<file path="src/iopcd_pkg.sv">
// constants for the pin configuration decoder, plus the per-pin mode decoder
// assumes one synchronous clock domain and a simple strobe register port
//
// Overview of operation
// - input-only pin never drives; others bidirectional
// - input-only mode: plain, schmitt, low-voltage, reserved
// - input-only pin resistor: pull-down, four values
// - bidirectional mode field selects eight pad modes
// - bidirectional resistor value: floating, 10k, 100k, 1M
// - direction bit: 0 pull-down, 1 pull-up
// - drive bit: 0 single, 1 double strength
// - outputs and analog only on allowed pins
// - programming mode hands pins to programmer
`timescale 1ns/100ps

package iopcd_pkg;
  // ==========================================================
  // register offsets
  localparam logic [7:0] OFS_PIN2   = 8'h00;
  localparam logic [7:0] OFS_PIN3   = 8'h01;
  localparam logic [7:0] OFS_PIN4   = 8'h02;
  localparam logic [7:0] OFS_CTRL   = 8'h03;
  localparam logic [7:0] OFS_STATUS = 8'h04;
  // ==========================================================
  // field layout of the input-only pin word
  localparam int P2_MODE_LSB = 0;
  localparam int P2_VAL_LSB  = 2;
  localparam int P2_W        = 4;
  // field layout of a bidirectional pin word
  localparam int BP_MODE_LSB = 0;
  localparam int BP_VAL_LSB  = 3;
  localparam int BP_DIR_BIT  = 5;
  localparam int BP_DRV_BIT  = 6;
  localparam int BP_W        = 7;
  // control and status bits
  localparam int CTRL_LOCK_BIT = 0;
  localparam int ST_LOCK_BIT   = 0;
  localparam int ST_PROG_BIT   = 1;
  localparam int ST_PAD_LSB    = 2;
  // ==========================================================
  // reset values: plain input, floating resistor
  localparam logic [3:0] P2_RESET = 4'h0;
  localparam logic [6:0] BP_RESET = 7'h00;
  // ==========================================================
  // mode codes
  localparam logic [1:0] P2_PLAIN   = 2'h0;
  localparam logic [1:0] P2_SCHMITT = 2'h1;
  localparam logic [1:0] P2_LOWV    = 2'h2;
  localparam logic [2:0] BM_PLAIN   = 3'h0;
  localparam logic [2:0] BM_SCHMITT = 3'h1;
  localparam logic [2:0] BM_LOWV    = 3'h2;
  localparam logic [2:0] BM_ANALOG  = 3'h3;
  localparam logic [2:0] BM_PP      = 3'h4;
  localparam logic [2:0] BM_OD_N    = 3'h5;
  localparam logic [2:0] BM_OD_P    = 3'h6;
  localparam logic [2:0] BM_AN_ODN  = 3'h7;
  // configuration lock state
  typedef enum logic {CFG_OPEN, CFG_LOCKED} iopcd_lock_t;
endpackage

// ============================================================
// combinational decode of one bidirectional pin mode
module iopcd_pin_decode (
  // configuration and fabric data
  input  wire logic [2:0] mode,
  input  wire logic       fab_d,
  // pad attributes
  output logic            drv_oe,
  output logic            drv_o,
  output logic            dig_in_en,
  output logic            schmitt,
  output logic            lowv,
  output logic            analog
);
  // one case covers all eight codes so no mode can float
  always_comb begin
    drv_oe    = 1'b0;
    drv_o     = 1'b0;
    dig_in_en = 1'b1;
    schmitt   = 1'b0;
    lowv      = 1'b0;
    analog    = 1'b0;
    case (mode)
      iopcd_pkg::BM_PLAIN: begin
      end
      iopcd_pkg::BM_SCHMITT: schmitt = 1'b1;
      iopcd_pkg::BM_LOWV: lowv = 1'b1;
      iopcd_pkg::BM_ANALOG: begin
        analog    = 1'b1;
        dig_in_en = 1'b0;
      end
      iopcd_pkg::BM_PP: begin
        drv_oe = 1'b1;
        drv_o  = fab_d;
      end
      iopcd_pkg::BM_OD_N: drv_oe = ~fab_d; // sinks low only
      iopcd_pkg::BM_OD_P: begin
        drv_oe = fab_d; // sources high only
        drv_o  = 1'b1;
      end
      iopcd_pkg::BM_AN_ODN: begin
        analog = 1'b1;
        drv_oe = ~fab_d;
      end
      default: begin
      end
    endcase
  end
endmodule

</file>
<file path="src/iopcd_top.sv">
// top of the pin configuration decoder: config registers, lock, pad control
// assumes pads, resistors and drivers sit outside and obey these controls
`timescale 1ns/100ps

module iopcd_top #(
  parameter int DATA_W = 32,
  parameter int ADDR_W = 8
) (
  // clock and reset
  input  wire logic              sys_clk,
  input  wire logic              reset,
  // register port
  input  wire logic [ADDR_W-1:0] reg_addr,
  input  wire logic [DATA_W-1:0] reg_wdata,
  input  wire logic              reg_wr,
  input  wire logic              reg_rd,
  output logic      [DATA_W-1:0] reg_rdata,
  // programming mode select
  input  wire logic              prog_mode,
  // input-only pin
  input  wire logic              p2_pad_i,
  output logic                   p2_fab_in,
  output logic                   p2_schmitt,
  output logic                   p2_lowv,
  output logic      [1:0]        p2_pull_val,
  output logic                   p2_pull_up,
  // bidirectional pins, index 0 and 1 are the two comparator pins
  input  wire logic [1:0]        bp_pad_i,
  output logic      [1:0]        bp_pad_o,
  output logic      [1:0]        bp_pad_oe,
  input  wire logic [1:0]        bp_fab_out,
  output logic      [1:0]        bp_fab_in,
  output logic      [1:0]        bp_schmitt,
  output logic      [1:0]        bp_lowv,
  output logic      [1:0]        bp_analog,
  output logic      [1:0]        bp_pull_val0,
  output logic      [1:0]        bp_pull_val1,
  output logic      [1:0]        bp_pull_up,
  output logic      [1:0]        bp_drive_2x,
  // programming functions
  output logic                   prog_vpp_sense,
  output logic                   prog_id,
  input  wire logic              pm_ctl_pad_i,
  input  wire logic              pm_sdio_pad_i,
  output logic                   pm_sdio_pad_o,
  output logic                   pm_sdio_pad_oe,
  input  wire logic              pm_rw_pad_i,
  input  wire logic              pm_scl_pad_i,
  output logic                   prog_ctl,
  output logic                   prog_sdio_in,
  input  wire logic              prog_sdio_out,
  input  wire logic              prog_sdio_drive,
  output logic                   program_read_write_select,
  output logic                   prog_scl
);

  // ==========================================================
  // configuration registers and lock
  logic [3:0] p2_cfg_r, p2_cfg_nxt;
  logic [6:0] bp_cfg_r [2];
  logic [6:0] bp_cfg_nxt [2];
  iopcd_pkg::iopcd_lock_t lock_r, lock_nxt;
  logic [DATA_W-1:0] rdata_nxt;
  logic wr_ok;
  logic is_locked;

  // one lock decode shared by the control and status read-back
  assign is_locked = (lock_r == iopcd_pkg::CFG_LOCKED);

  // reserved input-only code reads back as stored but decodes as plain
  function automatic logic [1:0] p2_mode_dec(input logic [1:0] m);
    p2_mode_dec = (m == iopcd_pkg::P2_LOWV || m == iopcd_pkg::P2_SCHMITT)
                  ? m : iopcd_pkg::P2_PLAIN;
  endfunction

  // writes land only while open; lock holds until power-on reset
  always_comb begin
    wr_ok      = reg_wr && (lock_r == iopcd_pkg::CFG_OPEN);
    p2_cfg_nxt = p2_cfg_r;
    lock_nxt   = lock_r;
    for (int i = 0; i < 2; i++) bp_cfg_nxt[i] = bp_cfg_r[i];
    if (wr_ok && reg_addr == iopcd_pkg::OFS_PIN2)
      p2_cfg_nxt = reg_wdata[3:0];
    if (wr_ok && reg_addr == iopcd_pkg::OFS_PIN3)
      bp_cfg_nxt[0] = reg_wdata[6:0];
    if (wr_ok && reg_addr == iopcd_pkg::OFS_PIN4)
      bp_cfg_nxt[1] = reg_wdata[6:0];
    if (wr_ok && reg_addr == iopcd_pkg::OFS_CTRL &&
        reg_wdata[iopcd_pkg::CTRL_LOCK_BIT])
      lock_nxt = iopcd_pkg::CFG_LOCKED;
  end

  // read mux; unmapped offsets read zero
  always_comb begin
    rdata_nxt = '0;
    if (reg_rd) begin
      case (reg_addr)
        iopcd_pkg::OFS_PIN2: rdata_nxt[3:0] = p2_cfg_r;
        iopcd_pkg::OFS_PIN3: rdata_nxt[6:0] = bp_cfg_r[0];
        iopcd_pkg::OFS_PIN4: rdata_nxt[6:0] = bp_cfg_r[1];
        iopcd_pkg::OFS_CTRL:
          rdata_nxt[iopcd_pkg::CTRL_LOCK_BIT] = is_locked;
        iopcd_pkg::OFS_STATUS: begin
          rdata_nxt[iopcd_pkg::ST_LOCK_BIT] = is_locked;
          rdata_nxt[iopcd_pkg::ST_PROG_BIT] = prog_mode;
          rdata_nxt[iopcd_pkg::ST_PAD_LSB +: 3] = {bp_fab_in, p2_fab_in};
        end
        default: rdata_nxt = '0;
      endcase
    end
  end

  always_ff @(posedge sys_clk or posedge reset) begin
    if (reset) begin
      p2_cfg_r    <= iopcd_pkg::P2_RESET;
      bp_cfg_r[0] <= iopcd_pkg::BP_RESET;
      bp_cfg_r[1] <= iopcd_pkg::BP_RESET;
      lock_r      <= iopcd_pkg::CFG_OPEN;
      reg_rdata   <= '0;
    end else begin
      p2_cfg_r    <= p2_cfg_nxt;
      bp_cfg_r[0] <= bp_cfg_nxt[0];
      bp_cfg_r[1] <= bp_cfg_nxt[1];
      lock_r      <= lock_nxt;
      reg_rdata   <= rdata_nxt;
    end
  end

  // ==========================================================
  // bidirectional pin decode
  logic [1:0] d_oe, d_o, d_in_en, d_sch, d_lowv, d_an;
  logic [1:0] oe_nxt, o_nxt, fin_nxt, sch_nxt, lowv_nxt, an_nxt;
  logic [1:0] pu_nxt, d2x_nxt, pv0_nxt, pv1_nxt;

  for (genvar g = 0; g < 2; g++) begin : g_dec
    iopcd_pin_decode u_dec (
      .mode      (bp_cfg_r[g][iopcd_pkg::BP_MODE_LSB +: 3]),
      .fab_d     (bp_fab_out[g]),
      .drv_oe    (d_oe[g]),
      .drv_o     (d_o[g]),
      .dig_in_en (d_in_en[g]),
      .schmitt   (d_sch[g]),
      .lowv      (d_lowv[g]),
      .analog    (d_an[g])
    );
  end

  // programming mode takes the drivers away from the fabric
  always_comb begin
    for (int i = 0; i < 2; i++) begin
      oe_nxt[i]   = d_oe[i] && !prog_mode;
      o_nxt[i]    = d_o[i];
      fin_nxt[i]  = d_in_en[i] && bp_pad_i[i];
      sch_nxt[i]  = d_sch[i];
      lowv_nxt[i] = d_lowv[i];
      an_nxt[i]   = d_an[i];
      pu_nxt[i]   = bp_cfg_r[i][iopcd_pkg::BP_DIR_BIT];
      d2x_nxt[i]  = bp_cfg_r[i][iopcd_pkg::BP_DRV_BIT];
    end
    pv0_nxt = bp_cfg_r[0][iopcd_pkg::BP_VAL_LSB +: 2];
    pv1_nxt = bp_cfg_r[1][iopcd_pkg::BP_VAL_LSB +: 2];
  end

  always_ff @(posedge sys_clk or posedge reset) begin
    if (reset) begin
      bp_pad_oe    <= '0;
      bp_pad_o     <= '0;
      bp_fab_in    <= '0;
      bp_schmitt   <= '0;
      bp_lowv      <= '0;
      bp_analog    <= '0;
      bp_pull_up   <= '0;
      bp_drive_2x  <= '0;
      bp_pull_val0 <= '0;
      bp_pull_val1 <= '0;
    end else begin
      bp_pad_oe    <= oe_nxt;
      bp_pad_o     <= o_nxt;
      bp_fab_in    <= fin_nxt;
      bp_schmitt   <= sch_nxt;
      bp_lowv      <= lowv_nxt;
      bp_analog    <= an_nxt;
      bp_pull_up   <= pu_nxt;
      bp_drive_2x  <= d2x_nxt;
      bp_pull_val0 <= pv0_nxt;
      bp_pull_val1 <= pv1_nxt;
    end
  end

  // ==========================================================
  // input-only pin and programming functions
  logic [1:0] p2m;
  logic       sdio_oe_nxt;
  assign p2m = p2_mode_dec(p2_cfg_r[iopcd_pkg::P2_MODE_LSB +: 2]);
  assign sdio_oe_nxt = prog_mode && prog_sdio_drive;

  // this pin has no driver at all, only an input path
  always_ff @(posedge sys_clk or posedge reset) begin
    if (reset) begin
      p2_fab_in      <= 1'b0;
      p2_schmitt     <= 1'b0;
      p2_lowv        <= 1'b0;
      p2_pull_val    <= 2'h0;
      p2_pull_up     <= 1'b0;
      prog_vpp_sense <= 1'b0;
      prog_id        <= 1'b0;
      prog_ctl       <= 1'b0;
      prog_sdio_in   <= 1'b0;
      pm_sdio_pad_o  <= 1'b0;
      pm_sdio_pad_oe <= 1'b0;
      program_read_write_select <= 1'b0;
      prog_scl       <= 1'b0;
    end else begin
      p2_fab_in      <= p2_pad_i && !prog_mode;
      p2_schmitt     <= (p2m == iopcd_pkg::P2_SCHMITT);
      p2_lowv        <= (p2m == iopcd_pkg::P2_LOWV);
      p2_pull_val    <= p2_cfg_r[iopcd_pkg::P2_VAL_LSB +: 2];
      p2_pull_up     <= 1'b0;
      prog_vpp_sense <= prog_mode && p2_pad_i;
      prog_id        <= prog_mode && bp_pad_i[0];
      prog_ctl       <= prog_mode && pm_ctl_pad_i;
      prog_sdio_in   <= prog_mode && pm_sdio_pad_i;
      pm_sdio_pad_o  <= prog_sdio_out;
      pm_sdio_pad_oe <= sdio_oe_nxt;
      program_read_write_select <= prog_mode && pm_rw_pad_i;
      prog_scl       <= prog_mode && pm_scl_pad_i;
    end
  end
endmodule

</file>
<file path="config.mk">
export PLATFORM = sky130hd
export DESIGN_NAME = iopcd_top
export DESIGN_NICKNAME = d
export VERILOG_FILES = /design/src/iopcd_pkg.sv /design/src/iopcd_top.sv
export SDC_FILE = /design/constraint.sdc
export NUM_CORES = 1
export LEC_CHECK = 0
export ABC_AREA = 0
export BUFFER_PORTS_ARGS = -buffer_cell sky130_fd_sc_hd__buf_4
export CAP_MARGIN = 15
export CORE_AREA = 2 2 78 80
export DETAILED_ROUTE_END_ITERATION = 10
export DIE_AREA = 0 0 80 82
export GPL_ROUTABILITY_DRIVEN = 0
export PLACE_DENSITY = 0.76
export SYNTH_ARGS = -nofsm -noshare
export SYNTH_HDL_FRONTEND = slang
export SYNTH_SLANG_ARGS = --single-unit
</file>
<file path="constraint.sdc">
create_clock -name sys_clk -period 2.6 [get_ports sys_clk]
set_clock_uncertainty 0.2 [all_clocks]
set_input_delay 0.52 -clock sys_clk [delete_from_list [all_inputs] [get_ports sys_clk]]
set_output_delay 0.52 -clock sys_clk [all_outputs]
set_load 0.01 [all_outputs]
</file>
==> impl_metrics.env <==
export IMPL_core_area_um2=5746
export IMPL_min_to="pm_sdio_pad_o"
export IMPL_postCtsSetupRepairBufs=0
export IMPL_hold_depth=1
export IMPL_vias_per_cell=4.635
export IMPL_critPathMaxFanout=7
export IMPL_root_buffer="clkbuf_8"
export IMPL_area_growth_pct=32.12
export IMPL_synth_commonest_cells="dfrtp_1, buf_4, mux2_2"
export IMPL_post_route_min_period_ps=1888
export IMPL_leakage_nw=1.720
export IMPL_regMostFlops="bp_cfg_r"
export IMPL_drtAntennaViolNets=0
export IMPL_clock_fmax_ghz=0.5297
export IMPL_power_total_mw=2.258
export IMPL_rr_worst_depth=3
export IMPL_cp_start_kind="primary input"
export IMPL_synth_cell_type_count=34
export IMPL_first_pass_iters=4
export IMPL_r2r_start="is_locked"
export IMPL_wire_per_inst_um=13.81
export IMPL_drc=0
export IMPL_arrival_ps=1910
export IMPL_period_share=0.7261
export IMPL_yosysTopAreaCell="dfrtp_1"
export IMPL_crit_required_ps=2620
export IMPL_h_tree_depth=3
export IMPL_first_iter_violations=85
export IMPL_rows=28
export IMPL_placed_cell_area_um2=2999
export IMPL_async_flop_share=1.000
export IMPL_synth_top_cell_area_share=0.5960
export IMPL_synth_seq_cells=59
export IMPL_cts_sinks=59
export IMPL_grt_pass1_vias=1625
export IMPL_num_vias=1627
export IMPL_finalHoldViolCount=0
export IMPL_avgSynthCellArea_um2=12.90
export IMPL_die_x_um=80
export IMPL_drive_gt1_frac=0.4203
export IMPL_largest_register_ffs=14
export IMPL_portBuffers=70
export IMPL_die_area_um2=6560
export IMPL_dp_hpwl_mm=3.537
export IMPL_critPathCaptureType="register"
export IMPL_p_per_area_nw_per_um2=689.9
export IMPL_r2r_slack_ps=790
export IMPL_relSlewSlack=0.6484
export IMPL_grtUsageTotal=0.1601
export IMPL_synth_area_leaders="dfrtp_1, mux2_2, buf_4"
export IMPL_yosysMostFrequentCell="dfrtp_1"
export IMPL_rsz0062_at_grt="false"
export IMPL_synth_edf_count=0
export IMPL_fillers=541
export IMPL_ys_flop_type="dfrtp_1"
export IMPL_clk_latency_ps=330
export IMPL_clockBufferDepth=2
export IMPL_numCtsBuffers=9
export IMPL_worstMarginPinSlew_ps=522.5
export IMPL_nNetsFinal=327
export IMPL_setup_viol=0
export IMPL_hold_class="in2reg"
export IMPL_grt_overflow=0
export IMPL_yosys_warnings=0
export IMPL_grt_max_degree=22
export IMPL_cts_tree="built"
export IMPL_finalMaxSlewViolations=0
export IMPL_num_antenna_cells=0
export IMPL_path_class="in2reg"
export IMPL_final_util=0.5697
export IMPL_path_clk_slew_ps=60
export IMPL_wl_mm=4.849
export IMPL_synth_area_um2=2477
export IMPL_netlist_instances=192
export IMPL_hold_start="prog_sdio_out"
export IMPL_seq_area_frac_synth=0.5960
export IMPL_maxCapViolations=0
export IMPL_antenna_found_initial=0
export IMPL_r2r_end="bp_cfg_r[4]"
export IMPL_grt_pass1_wl_mm=7.707
export IMPL_status="finished clean"
export IMPL_setup_tns_ps=0
export IMPL_finalInstanceArea_um2=3273
export IMPL_die_h_um=82
export IMPL_start_util=0.4312
export IMPL_ir_worst_vdd_mv=0.3880
export IMPL_reg_top3="bp_cfg_r: 14 flops, reg_rdata: 7 flops, p2_cfg_r: 4 flops"
export IMPL_io_pin_count=122
==> cells in the final DEF, fill, tap and decap left out, types with 2 or more instances in the layout <==
master      netlist  layout
conb_1            1      26
a22oi_1           2       2
o211ai_1          3       3
buf_4            26      73
and3b_1           7       7
mux2_2           21      21
a21oi_1           6       6
nand3_1           6       6
dfrtp_1          59      59
clkbuf_8          0       9
nor2_1            6       6
nor3_1            4       4
nand3b_1          2       2
and2_1            9       9
inv_1             4       3
clkinvlp_4        0       2
nor3b_1           6       6
nor2b_1           7       7
bufinv_16         0       4
nand2b_1          2       2
==> area by class of cell <==
type	count	area [um^2]	area share
flip-flops and latches	59	1476	0.4511
multi-input cells	123	865.8	0.2645
repair buffers	74	558.0	0.1705
clock inverters	7	140.1	0.04281
clock buffers	9	123.9	0.03784
well taps	75	93.84	0.02867
inverters	4	15.01	0.004587
==> logic make-up after synthesis <==
kind of cell,count (synthesis),share of synthesized area
AO/OA/AOI/OAI,18,0.04849
AND/OR/NAND/NOR,57,0.1571
other,1,0.001514
multiplexers,22,0.1045
flip-flops,59,0.5960
buffers and inverters,35,0.09242
==> worst max path at each step <==
stage               slack (ps)      endpoint         from  cells past startpoint
finish                     710   p2_cfg_r[0]  reg_addr[5]                      4
global route               660   p2_cfg_r[2]  reg_addr[5]                      4
CTS                        710   p2_cfg_r[3]  reg_addr[5]                      4
detailed placement         370   p2_cfg_r[2]  reg_addr[5]                      4
global placement           380   p2_cfg_r[3]  reg_addr[5]                      4
floorplan                  420  bp_analog[0]        reset                      1
==> what timing repair did <==
item | CTS | global route
hold buffers | 1 | 0
gates resized for setup | 0 | 0
hold endpoints to repair | 19 | 0
==> report_power, final <==
part | total, mW | leakage [nW] | switching [mW] | internal, mW
clock network | 1.09 | 0.125 | 0.362 | 0.731
registers | 0.976 | 0.802 | 0.0225 | 0.954
logic | 0.189 | 0.793 | 0.0978 | 0.0910
==> worst max-delay path, cell delays in order <==
cell and delay (ps):
buf_4 120, nor4_4 480, and4_1 420, mux2_2 360
==> stage by stage <==
step                      hold WS [ps]  setup slack (ps)  instances
final                            93.77             712.1        351
after CTS                        85.74             713.8        351
after floorplan                  161.6             423.7        217
after global routing             77.47             659.3        351
after global placement           180.3             383.4        334
after detailed placement         183.2             371.1        334
==> metal layers <==
layer,up-vias,part of all wire,global-route usage,routed length [um]
li1,773,-,-,-
met3,10,0.090,0.06264,437
met4,0,0.016,0.07627,78
met2,62,0.50,0.2567,2412
met1,782,0.40,0.1896,1921
met5,-,0,0,0
Note: power is estimated with default switching activity, not from simulation.
